`config.mk`:
```
export PLATFORM = sky130hd
export DESIGN_NAME = fpc_fan_pwm_config
export DESIGN_NICKNAME = d
export VERILOG_FILES = /design/src/hw/fpc_fan_pwm_config.v
export VERILOG_INCLUDE_DIRS = /design/src /design/src/hw
export SDC_FILE = /design/constraint.sdc
export NUM_CORES = 1
export LEC_CHECK = 0
export BUFFER_PORTS_ARGS = -buffer_cell sky130_fd_sc_hd__clkbuf_2
export CELL_PAD_IN_SITES_DETAIL_PLACEMENT = 0
export CELL_PAD_IN_SITES_GLOBAL_PLACEMENT = 2
export CORE_MARGIN = 10
export CORE_UTILIZATION = 45
export DETAILED_ROUTE_END_ITERATION = 6
export HOLD_SLACK_MARGIN = 0.05
export PLACE_DENSITY = 0.95
export REMOVE_ABC_BUFFERS = 1
export SLEW_MARGIN = 20
export SYNTH_ARGS = -nofsm -noshare
export SYNTH_HDL_FRONTEND = slang
export SYNTH_SLANG_ARGS = --single-unit
```
`constraint.sdc`:
```
create_clock -name aclk -period 7.5 [get_ports aclk]
set_clock_uncertainty 0.05 [all_clocks]
set_input_delay 0.75 -clock aclk [delete_from_list [all_inputs] [get_ports aclk]]
set_output_delay 0.75 -clock aclk [all_outputs]
set_load 0.005 [all_outputs]
```
`src/hw/fpc_fan_pwm_config_regs.vh`:
```
// Notes on behaviour
// - Config bits 7:6 always read zero
// - Program enable low: duty, smoothing, table locked
// - Program enable low: duty follows temperature table
// - Program enable high: written duty drives output
// - Polarity picks which level means fan on
// - Clock select: 360 kHz or 1.4 kHz master
// - Speed mode 0: plain counting, no assist
// - Speed mode 1: all ones when slow, duty untouched
// - Speed mode 1: limit below all ones flags error
// - Speed mode 2: duty modified, all ones when slow
// - Speed mode 3: least duty disturbance, all ones
// - Fast master clock forces speed mode 0
`ifndef FPC_FAN_PWM_CONFIG_REGS_VH
`define FPC_FAN_PWM_CONFIG_REGS_VH

// Register indices, byte address is four times the index
`define FPC_IDX_SMOOTH    8'h45
`define FPC_IDX_CONFIG    8'h4A
`define FPC_IDX_DUTY      8'h4C
`define FPC_IDX_LUT_FIRST 8'h50
`define FPC_IDX_LUT_LAST  8'h67
`define FPC_IDX_TACH      8'h70
`define FPC_IDX_LIMIT     8'h72
`define FPC_IDX_ISTAT     8'h74
`define FPC_IDX_IMASK     8'h75

// Config fields
`define FPC_CFG_PROG      5
`define FPC_CFG_POL       4
`define FPC_CFG_CSEL      3
`define FPC_CFG_RESET     6'h20
`define FPC_LUT_ENTRIES   12

// Interrupt status bits
`define FPC_IRQ_TACH_ERR  0
`define FPC_IRQ_TACH_DONE 1

// Timing
`define FPC_CLK_HZ        10000000
`define FPC_MCLK_FAST_HZ  360000
`define FPC_MCLK_SLOW_HZ  1400
`define FPC_DIV_FAST      (`FPC_CLK_HZ / `FPC_MCLK_FAST_HZ)
`define FPC_DIV_SLOW      (`FPC_CLK_HZ / `FPC_MCLK_SLOW_HZ)
`define FPC_BOOST_M2      16'h0400
`define FPC_BOOST_M3      16'h4000
`define FPC_LIMIT_RESET   16'hFFFF

`define FPC_RESP_OKAY     2'b00
`define FPC_RESP_SLVERR   2'b10

`endif

```
`src/hw/fpc_fan_pwm_config.v`:
```
// The AXI4-Lite register port was chosen for this implementation.
`timescale 1ns/100ps
`default_nettype none
`include "fpc_fan_pwm_config_regs.vh"

module fpc_fan_pwm_config #(
  parameter SLOW_DIV = `FPC_DIV_SLOW
) (
  // Clock and reset
  input  wire        aclk,
  input  wire        aresetn,
  // AXI4-Lite write address
  input  wire [11:0] s_axi_awaddr,
  input  wire        s_axi_awvalid,
  output wire        s_axi_awready,
  // AXI4-Lite write data
  input  wire [31:0] s_axi_wdata,
  input  wire [3:0]  s_axi_wstrb,
  input  wire        s_axi_wvalid,
  output wire        s_axi_wready,
  // AXI4-Lite write response
  output reg  [1:0]  s_axi_bresp,
  output reg         s_axi_bvalid,
  input  wire        s_axi_bready,
  // AXI4-Lite read address
  input  wire [11:0] s_axi_araddr,
  input  wire        s_axi_arvalid,
  output wire        s_axi_arready,
  // AXI4-Lite read data
  output reg  [31:0] s_axi_rdata,
  output reg  [1:0]  s_axi_rresp,
  output reg         s_axi_rvalid,
  input  wire        s_axi_rready,
  // Sensor and fan
  input  wire [7:0]  temp_remote,
  input  wire        tach_in,
  input  wire        pwm_pin_in,
  output wire        pwm_pin_out,
  output reg         pwm_pin_oe,
  output wire        irq
);

  // ****************************************************
  // State
  // ****************************************************
  reg [5:0]  cfg_r;
  reg [2:0]  smooth_r;
  reg [7:0]  duty_prog_r;
  reg [7:0]  lut_r [0:23];
  reg [15:0] tach_cnt_r;
  reg [15:0] tach_read_r;
  reg [15:0] tach_limit_r;
  reg [1:0]  istat_r;
  reg [1:0]  imask_r;
  reg        tach_d_r;
  reg [12:0] div_r;
  reg [5:0]  pwm_cnt_r;
  reg        aw_full_r;
  reg [11:0] awaddr_r;
  reg        w_full_r;
  reg [31:0] wdata_r;
  reg [3:0]  wstrb_r;

  wire       prog_en = cfg_r[`FPC_CFG_PROG];
  wire       pol     = cfg_r[`FPC_CFG_POL];
  wire       csel    = cfg_r[`FPC_CFG_CSEL];

  // ****************************************************
  // Master clock divider
  // ****************************************************
  // fast clock forces mode 0
  wire [1:0] eff_mode = csel ? cfg_r[1:0] : 2'b00;

  localparam integer FAST_M1 = `FPC_DIV_FAST - 1;
  localparam integer SLOW_M1 = SLOW_DIV - 1;
  wire [12:0] div_lim = csel ? SLOW_M1[12:0] : FAST_M1[12:0];
  wire        mtick   = (div_r >= div_lim);

  always @(posedge aclk) begin
    if (!aresetn) begin
      div_r <= 13'h0000;
    end else if (mtick) begin
      div_r <= 13'h0000;
    end else begin
      div_r <= div_r + 13'h0001;
    end
  end

  // ****************************************************
  // Duty selection
  // ****************************************************
  reg [7:0] auto_duty;
  integer   i;
  integer   j;

  always @* begin
    auto_duty = 8'h00;
    for (i = 0; i < `FPC_LUT_ENTRIES; i = i + 1) begin
      if (temp_remote >= lut_r[2*i]) begin
        auto_duty = lut_r[2*i+1];
      end
    end
  end

  wire [7:0] duty = prog_en ? duty_prog_r : auto_duty;

  // ****************************************************
  // Speed sensing
  // ****************************************************
  wire        tach_rise = tach_in & ~tach_d_r;
  wire        cnt_top   = (tach_cnt_r == 16'hFFFF);
  reg         boost;
  reg         rd_upd;
  reg  [15:0] rd_new;

  always @* begin
    case (eff_mode)
      2'b10:   boost = (tach_cnt_r >= `FPC_BOOST_M2);
      2'b11:   boost = (tach_cnt_r >= `FPC_BOOST_M3);
      default: boost = 1'b0;
    endcase
    rd_upd = 1'b0;
    rd_new = tach_cnt_r;
    if (tach_rise) begin
      rd_upd = 1'b1;
    end else if (eff_mode != 2'b00 && cnt_top && mtick) begin
      rd_upd = 1'b1;
      rd_new = 16'hFFFF;
    end
  end

  always @(posedge aclk) begin
    if (!aresetn) begin
      tach_d_r    <= 1'b0;
      tach_cnt_r  <= 16'h0000;
      tach_read_r <= 16'h0000;
    end else begin
      tach_d_r <= tach_in;
      if (rd_upd) begin
        tach_read_r <= rd_new;
      end
      if (tach_rise) begin
        // A tick on the edge belongs to the new period
        tach_cnt_r <= {15'h0000, mtick};
      end else if (mtick) begin
        if (!(eff_mode != 2'b00 && cnt_top)) begin
          tach_cnt_r <= tach_cnt_r + 16'h0001;
        end
      end
    end
  end

  // ****************************************************
  // PWM generator and output pin
  // ****************************************************
  wire fan_on = (duty > {2'b00, pwm_cnt_r}) | boost;

  always @(posedge aclk) begin
    if (!aresetn) begin
      pwm_cnt_r  <= 6'h00;
      pwm_pin_oe <= 1'b1;
    end else begin
      if (mtick) begin
        pwm_cnt_r <= pwm_cnt_r + 6'h01;
      end
      pwm_pin_oe <= pol ? fan_on : ~fan_on;
    end
  end

  assign pwm_pin_out = 1'b0;

  // ****************************************************
  // Register bus
  // ****************************************************
  assign s_axi_awready = ~aw_full_r;
  assign s_axi_wready  = ~w_full_r;
  assign s_axi_arready = ~s_axi_rvalid;

  wire       wr_go  = aw_full_r & w_full_r & ~s_axi_bvalid;
  wire [7:0] wr_idx = awaddr_r[9:2];
  wire       wr_lo  = (awaddr_r[11:10] == 2'b00) && (awaddr_r[1:0] == 2'b00);
  wire [7:0] wr_lut = wr_idx - `FPC_IDX_LUT_FIRST;
  wire       wr_in_lut = wr_idx >= `FPC_IDX_LUT_FIRST &&
                         wr_idx <= `FPC_IDX_LUT_LAST;
  reg        wr_ok;

  always @* begin
    case (wr_idx)
      `FPC_IDX_SMOOTH, `FPC_IDX_CONFIG, `FPC_IDX_DUTY,
      `FPC_IDX_LIMIT, `FPC_IDX_ISTAT, `FPC_IDX_IMASK: wr_ok = wr_lo;
      default: wr_ok = wr_lo & wr_in_lut;
    endcase
  end

  wire       wr_b0 = wr_go & wr_ok & wstrb_r[0];
  wire [1:0] clr   = (wr_b0 && wr_idx == `FPC_IDX_ISTAT) ?
                     wdata_r[1:0] : 2'b00;
  wire [1:0] ev;
  assign ev[`FPC_IRQ_TACH_DONE] = rd_upd;
  assign ev[`FPC_IRQ_TACH_ERR]  = rd_upd && (rd_new > tach_limit_r);

  assign irq = |(istat_r & imask_r);

  always @(posedge aclk) begin
    if (!aresetn) begin
      aw_full_r    <= 1'b0;
      w_full_r     <= 1'b0;
      awaddr_r     <= 12'h000;
      wdata_r      <= 32'h0000_0000;
      wstrb_r      <= 4'h0;
      s_axi_bvalid <= 1'b0;
      s_axi_bresp  <= `FPC_RESP_OKAY;
      cfg_r        <= `FPC_CFG_RESET;
      smooth_r     <= 3'h0;
      duty_prog_r  <= 8'h00;
      tach_limit_r <= `FPC_LIMIT_RESET;
      istat_r      <= 2'b00;
      imask_r      <= 2'b00;
      for (j = 0; j < 24; j = j + 1) begin
        lut_r[j] <= 8'h00;
      end
    end else begin
      if (s_axi_awvalid && !aw_full_r) begin
        aw_full_r <= 1'b1;
        awaddr_r  <= s_axi_awaddr;
      end
      if (s_axi_wvalid && !w_full_r) begin
        w_full_r <= 1'b1;
        wdata_r  <= s_axi_wdata;
        wstrb_r  <= s_axi_wstrb;
      end
      if (wr_go) begin
        aw_full_r    <= 1'b0;
        w_full_r     <= 1'b0;
        s_axi_bvalid <= 1'b1;
        s_axi_bresp  <= wr_ok ? `FPC_RESP_OKAY : `FPC_RESP_SLVERR;
      end else if (s_axi_bvalid && s_axi_bready) begin
        s_axi_bvalid <= 1'b0;
      end
      // Set beats clear in the same cycle
      istat_r <= (istat_r & ~clr) | ev;
      if (wr_b0) begin
        if (wr_idx == `FPC_IDX_CONFIG) cfg_r <= wdata_r[5:0];
        if (wr_idx == `FPC_IDX_IMASK) imask_r <= wdata_r[1:0];
        if (wr_idx == `FPC_IDX_LIMIT) tach_limit_r[7:0] <= wdata_r[7:0];
        if (prog_en) begin
          if (wr_idx == `FPC_IDX_DUTY) duty_prog_r <= wdata_r[7:0];
          if (wr_idx == `FPC_IDX_SMOOTH) smooth_r <= wdata_r[2:0];
          if (wr_in_lut) lut_r[wr_lut[4:0]] <= wdata_r[7:0];
        end
      end
      if (wr_go && wr_ok && wstrb_r[1] && wr_idx == `FPC_IDX_LIMIT) begin
        tach_limit_r[15:8] <= wdata_r[15:8];
      end
    end
  end

  // ****************************************************
  // Read path
  // ****************************************************
  wire [7:0] rd_idx = s_axi_araddr[9:2];
  wire [7:0] rd_lut = rd_idx - `FPC_IDX_LUT_FIRST;
  wire       rd_lo  = (s_axi_araddr[11:10] == 2'b00) &&
                      (s_axi_araddr[1:0] == 2'b00);
  reg [31:0] rd_data;
  reg        rd_ok;

  always @* begin
    rd_data = 32'h0000_0000;
    rd_ok   = rd_lo;
    case (rd_idx)
      `FPC_IDX_SMOOTH: rd_data = {29'h0000_0000, smooth_r};
      `FPC_IDX_CONFIG: rd_data = {26'h000_0000, cfg_r};
      `FPC_IDX_DUTY:   rd_data = {24'h00_0000, duty};
      `FPC_IDX_TACH:   rd_data = {16'h0000, tach_read_r};
      `FPC_IDX_LIMIT:  rd_data = {16'h0000, tach_limit_r};
      `FPC_IDX_ISTAT:  rd_data = {30'h0000_0000, istat_r};
      `FPC_IDX_IMASK:  rd_data = {30'h0000_0000, imask_r};
      default: begin
        if (rd_idx >= `FPC_IDX_LUT_FIRST && rd_idx <= `FPC_IDX_LUT_LAST) begin
          rd_data = {24'h00_0000, lut_r[rd_lut[4:0]]};
        end else begin
          rd_ok = 1'b0;
        end
      end
    endcase
  end

  always @(posedge aclk) begin
    if (!aresetn) begin
      s_axi_rvalid <= 1'b0;
      s_axi_rdata  <= 32'h0000_0000;
      s_axi_rresp  <= `FPC_RESP_OKAY;
    end else if (s_axi_arvalid && !s_axi_rvalid) begin
      s_axi_rvalid <= 1'b1;
      s_axi_rdata  <= rd_ok ? rd_data : 32'h0000_0000;
      s_axi_rresp  <= rd_ok ? `FPC_RESP_OKAY : `FPC_RESP_SLVERR;
    end else if (s_axi_rready) begin
      s_axi_rvalid <= 1'b0;
    end
  end

endmodule
`default_nettype wire

```
Word level (Yosys, flattened, before mapping)
Memory sizes are Yosys's and may differ from the RTL's.
Index checks and enable logic that the tools add are counted.
Storage, ports and cells
  bits in registers: 160
  RAM bits: 192
  input port bits: 77
  output and inout port bits: 44
  word-level logic and storage cells: 173
  memories: 1
Memories
  lut_r: words 24, bits a word 8, rd ports 25, clocked after Yosys merged registers in 0, write ports 24, RTL line fpc_fan_pwm_config.v:49  | reg [7:0] lut_r [0:23];
Cells by class
  add/sub/neg operators: 5
  $lt $le $gt $ge: 21
  eq/ne operators: 17
  muxes and demuxes: 46
  bitwise operators: 19
  reductions and logical operators: 40
Operators by type and width (number)
  2-to-1 mux 8 bit: 15
  one-hot mux 16 bit (7 select lines): 1
  == test 8 x 7 -> 1 bit, second input constant: 13
  greater-or-equal comparator 8 bit: 12
  2-to-1 mux 16 bit: 2
  2-to-1 mux 32 bit: 1
  2-to-1 mux 1 bit: 20
  adder 16 x 1 -> 16 bit, second input constant: 1
  == test 16 bit, second input constant: 1
  greater-or-equal comparator 16 x 11 -> 1 bit, second input constant: 1
  greater-or-equal comparator 16 x 15 -> 1 bit, second input constant: 1
  greater-or-equal comparator 8 x 7 -> 1 bit, second input constant: 2
  greater-than comparator 16 bit: 1
  <= comparator 8 x 7 -> 1 bit, second input constant: 2
  logical AND 1 bit: 15
  adder 13 x 1 -> 13 bit, second input constant: 1
  greater-or-equal comparator 13 bit: 1
  2-to-1 mux 13 bit: 1
  AND reduction 2 bit: 5
  subtractor 5 bit, second input constant: 2
  greater-than comparator 8 x 6 -> 1 bit: 1
  logical NOT 2 bit: 4
  2-to-1 mux 2 bit: 4
  NOT 1 bit: 8
  17 further kinds: 33

Longest topological paths before layout
An unclocked memory read counts as a cell.
  word-level depth: 19
  gate-level depth with buffers: 21
  mapped depth without buffers: 20

Worst setup path before layout
OpenSTA, ideal clock, no wires.
  path kind: input -> register
  start: input port temp_remote[0]
  end: register pwm_pin_oe
  setup time: 0.121 ns
  arrival: 4.525 ns
  required time: 7.329 ns
  path slack: 2.804 ns
  cell stages on the path: 20
  path buffers: 1
  path through: inv_1 > ha_1 > nand2b_1 > a2111oi_0 > o31a_2 > buf_2 > nor2_1 > a311oi_1 > a211oi_1 > o41ai_1 > nand2_1 > o21ai_0 > ha_1 > nor2b_1 > o21ai_0 > a21oi_1 > a2111oi_0 > o21ai_0 > a211oi_2 > mux2_4
Between the ends
  cells in the longest elaborated chain, start to end: 18
  elaborated cells between the ends (all ways): 29
  classes of those cells: order compare: 13; mux: 14; bitwise: 2
RTL lines
  from (decl): RTL line fpc_fan_pwm_config.v:35  | input wire [7:0] temp_remote,
  greater-or-equal comparator 8 bit: RTL line fpc_fan_pwm_config.v:99  | if (temp_remote >= lut_r[2*i]) begin
  2-to-1 mux 8 bit (11 in series): RTL line fpc_fan_pwm_config.v:99
  2-to-1 mux 8 bit *: RTL line fpc_fan_pwm_config.v:99
  2-to-1 mux 8 bit *: RTL line fpc_fan_pwm_config.v:105  | wire [7:0] duty = prog_en ? duty_prog_r : auto_duty;
  greater-than comparator 8 x 6 -> 1 bit *: RTL line fpc_fan_pwm_config.v:156  | wire fan_on = (duty > {2'b00, pwm_cnt_r}) | boost;
  bitwise OR 1 bit *: RTL line fpc_fan_pwm_config.v:156
  NOT 1 bit: RTL line fpc_fan_pwm_config.v:166  | pwm_pin_oe <= pol ? fan_on : ~fan_on;
  2-to-1 mux 1 bit *: RTL line fpc_fan_pwm_config.v:166
  to (signal assigned): RTL line fpc_fan_pwm_config.v:166
  to (decl): RTL line fpc_fan_pwm_config.v:39  | output reg pwm_pin_oe,
Mark *: on every way between the ends. The rest lies on a longest branch, timed or not.
A chain may end at the register's enable or synchronous reset.

Worst setup path in the final report
  start: input port temp_remote[7]
  end: register pwm_pin_oe
The elaborated chain is that of the path after synthesis.

==> results_tabular.tex <==
\begin{tabular}{lr}
\hline
Metric & Value \\
\hline
\multicolumn{2}{l}{\textbf{Status}} \\
\quad Outcome & finished, final reports clean \\
\multicolumn{2}{l}{\textbf{GRT}} \\
\quad Residual overflow from global routing & 0 \\
\quad Antenna violations before repair & 3 \\
\quad Wire length of the first global-routing pass & 97.3 mm \\
\quad Number of global-route vias before repair & 15900 \\
\quad All-layer global routing usage & 22.1\% \\
\quad Pin count of the biggest net entering global routing & 58 \\
\multicolumn{2}{l}{\textbf{Floorplanning}} \\
\quad Row Count & 80 \\
\quad Area of the placeable core & 0.0480 sq mm \\
\quad Vertical extent of the die & 241 um \\
\quad X dimension of the die & 241 um \\
\quad \# IOs & 121 \\
\quad Area enclosed by the die boundary & 0.0581 sq mm \\
\quad Effective utilization at floorplan & 45.8\% \\
\multicolumn{2}{l}{\textbf{Logic synthesis}} \\
\quad Most instantiated cells after synthesis & edfxtp\_1, and2\_1, nand2\_1 \\
\quad Post-synthesis sequential area ratio & 47.9\% \\
\quad Most instantiated library cell after synthesis & edfxtp\_1 \\
\quad Top cell type's share of synthesized area & 35.0\% \\
\quad Dominant synthesized flop cell & edfxtp\_1 \\
\quad Total of flip-flops plus latches after synthesis & 398 \\
\quad Ranking of synthesized cells by area & edfxtp\_1, dfxtp\_1, mux4\_2, ha\_1, and2\_1 \\
\quad EDFF count, synth & 256 \\
\quad Async set-or-reset flop fraction in the synthesized netlist & 0\% \\
\quad Syn\_area\_per\_cell & 10.9 sq um \\
\quad Count of unique library cells instantiated by Yosys & 91 \\
\quad Cell taking the most area after synthesis & edfxtp\_1 \\
\quad Count of yosys warnings during synthesis & 0 \\
\quad Post-synthesis instance area & 0.0220 sq mm \\
\quad Gate count after technology mapping & 2025 \\
\multicolumn{2}{l}{\textbf{Routing}} \\
\quad Total routed wire length on the met1 layer & 27.5 mm \\
\quad Mean routed wirelength per cell & 23.3 um \\
\quad Vias/cell & 5.89 \\
\quad Detailed Route WL & 64.3 mm \\
\quad Number of nets with antenna violations after detailed routing & 0 \\
\quad Routed via count & 16200 \\
\quad Top routing layer in use & met5 \\
\quad First-pass DRT Iterations & 6 \\
\quad Count of unresolved DRC violations after routing & 0 \\
\quad Initial DRC Count & 1932 \\
\quad Met3 routed WL & 6.18 mm \\
\quad Amount of wire on met2 after detailed routing & 29.2 mm \\
\multicolumn{2}{l}{\textbf{STA}} \\
\quad Final WS setup & 1940 ps \\
\quad Achievable clock frequency & 180 MHz \\
\quad Fin crit period & 5560 ps \\
\quad Aggregate negative setup slack & 0 ps \\
\quad Tightest Pin Transition & 1100 ps \\
\quad Tcrit/Tclk final & 74.2\% \\
\quad Max transition margin & 26.7\% \\
\quad Number of pins exceeding their max-slew limit in the final report & 0 \\
\quad Hold violation count in the final report & 0 \\
\quad Final setup violation count & 0 \\
\quad Unrepaired setup endpoints after global routing & false \\
\multicolumn{2}{l}{\textbf{Clock network}} \\
\quad TritonCTS Sinks & 398 \\
\quad CTS Buf Count & 43 \\
\quad Clock Pin Slew Worst Setup and Hold Paths & 60 ps \\
\quad Number of buffers on the longest clock path & 3 \\
\quad Clock Latency Late Sink & 580 ps \\
\quad Quantity of hold-fixing buffers added after cts & 0 \\
\quad CTS root buf & clkbuf\_16 \\
\quad Number of levels the H-tree was split into & 2 \\
\quad Resized Gates After CTS & 0 \\
\quad Post-CTS repair timing setup buffer count & 0 \\
\quad Clock tree from TritonCTS & built \\
\multicolumn{2}{l}{\textbf{Worst hold path}} \\
\quad Kind of path behind the tightest hold check & primary input to register \\
\quad Hold path start & s\_axi\_rready \\
\quad Min-Delay Path Depth & 2 \\
\quad Terminating pin of the worst hold path & s\_axi\_rvalid \\
\multicolumn{2}{l}{\textbf{Cells and area}} \\
\quad Final non-filler cell area & 0.0243 sq mm \\
\quad Diode count & 0 \\
\quad Final-stage net count & 2325 \\
\quad Area used by sequential logic in the layout & 0.0105 sq mm \\
\quad Fill cells & 4328 \\
\quad Fraction of layout cells with a size suffix above 1 & 13.1\% \\
\quad Area growth from synthesis to final layout & 10.5\% \\
\quad Multi-input gate area in the final layout & 0.0106 sq mm \\
\multicolumn{2}{l}{\textbf{Setup path}} \\
\quad Cell depth of the worst flop-to-flop path & 20 \\
\quad Max Fanout on Critical Path & 12 \\
\quad Critical Path Start Type & primary input \\
\quad Capturing element type of the critical path & register \\
\quad FF-to-FF Start & lut\_r[6][5] \\
\quad CP Class & primary input to register \\
\quad Arrival time of data at the critical path endpoint & 5970 ps \\
\quad Worst setup slack for register-to-register paths & 2130 ps \\
\quad Capture point of the worst reg-to-reg path & pwm\_pin\_oe \\
\quad Data required time of the worst path & 7900 ps \\
\multicolumn{2}{l}{\textbf{Placement}} \\
\quad PortBufs & 82 \\
\quad DPL Wire Length & 44.9 mm \\
\quad Worst slack after detailed placement & 1540 ps \\
\quad Standard cell area after detailed placement & 0.0229 sq mm \\
\quad Final RePlAce weighted congestion & 0.940 \\
\multicolumn{2}{l}{\textbf{Pwr}} \\
\quad Reported leakage power & 9.75 nW \\
\quad Worst IR drop on VDD & 0.188 mV \\
\quad Power density of the placed cells & 210 mW/mm\^{}2 \\
\quad Post-route total power & 5.09 mW \\
\multicolumn{2}{l}{\textbf{Job}} \\
\quad Maximum capacitance violations & 0 \\
\hline
\end{tabular}
layout by cell type, fill, tap and decap left out, types with 14 or more instances in the layout:
cell,synthesis,layout
a21o_1,22,22
and2_1,202,202
dfxtp_1,142,134
nand4_1,21,21
nand2_1,166,166
nor2_1,145,144
clkbuf_16,0,44
a21oi_1,100,100
inv_1,132,131
nand3_1,32,32
a31oi_1,14,14
edfxtp_1,256,256
o21ai_0,91,76
nand2b_1,29,29
mux2i_1,46,46
conb_1,1,83
buf_4,24,14
o21ai_1,3,18
mux4_2,80,80
nor2b_1,18,17
clkbuf_2,3,80
a22oi_1,15,15
nor3_1,18,18
ha_1,134,134
sequential cells by signal, summed over array words and instances (netlist names), 12 cells and up:
| register | flops |
|---|---|
| lut_r | 256 |
| awaddr_r | 12 |
| s_axi_rdata | 16 |
| tach_cnt_r | 16 |
| tach_limit_r | 16 |
| div_r | 13 |
| wdata_r | 16 |
| tach_read_r | 16 |
final cells by class:
class                   instances  share of cell area (%)
clock buffers                  62                    5.10
clock inverters                14                   0.428
repair buffers                 94                    2.08
flip-flops and latches        398                    43.4
well taps                     615                    3.17
multi-input cells            1445                    43.8
inverters                     132                    2.04
metrics by stage:
step / hold WS [ps] / util (%) / std cells
final: 314 / 50.5 / 2760
after global routing: 321 / 50.5 / 2760
after CTS: 293 / 50.5 / 2760
after detailed placement: 397 / 47.7 / 2684
after global placement: 395 / 47.7 / 2684
after floorplan: 386 / - / 1975
critical path: stages:
cell and delay (ps):
clkbuf_2 350, ha_1 460, a21o_1 220, a211oi_1 290
o21ai_0 240, a22oi_1 590, o221ai_1 300, a221oi_1 480
o211ai_1 220, a21oi_1 480, ha_1 350, o21ai_0 80
a21oi_1 90, a2111oi_0 290, o21ai_0 200, a211oi_2 270
mux2_4 310
worst max-delay path by stage:
| stage | endpoint | cells after the start | from |
|---|---|---|---|
| final | pwm_pin_oe | 17 | temp_remote[7] |
| after floorplan | pwm_pin_oe | 19 | temp_remote[0] |
| after global routing | pwm_pin_oe | 20 | temp_remote[7] |
| after detailed placement | pwm_pin_oe | 17 | temp_remote[7] |
| after CTS | pwm_pin_oe | 17 | temp_remote[7] |
| after global placement | pwm_pin_oe | 17 | temp_remote[7] |
report_power, final:
part / switching, mW / internal, mW
registers: 0.0881 / 2.41
logic: 0.340 / 0.199
clock network: 0.873 / 1.18
total: 1.30 / 3.79
kinds of logic after synthesis:
group / share of synthesized area (%)
fa+ha+maj: 7.63
simple gates: 16.3
xor+xnor: 0.677
compound gates: 11.9
other cells: 0.0171
buf+inv: 5.16
mux: 10.4
flops: 47.9
per-layer routing:
metal | vias to the layer above | GRT usage [%]
li1 | 7442 | -
met2 | 749 | 34.9
met4 | 2 | 6.25
met5 | - | 0
met3 | 89 | 4.21
met1 | 7961 | 30.6
No activity file was read; power rests on OpenSTA's default activity.
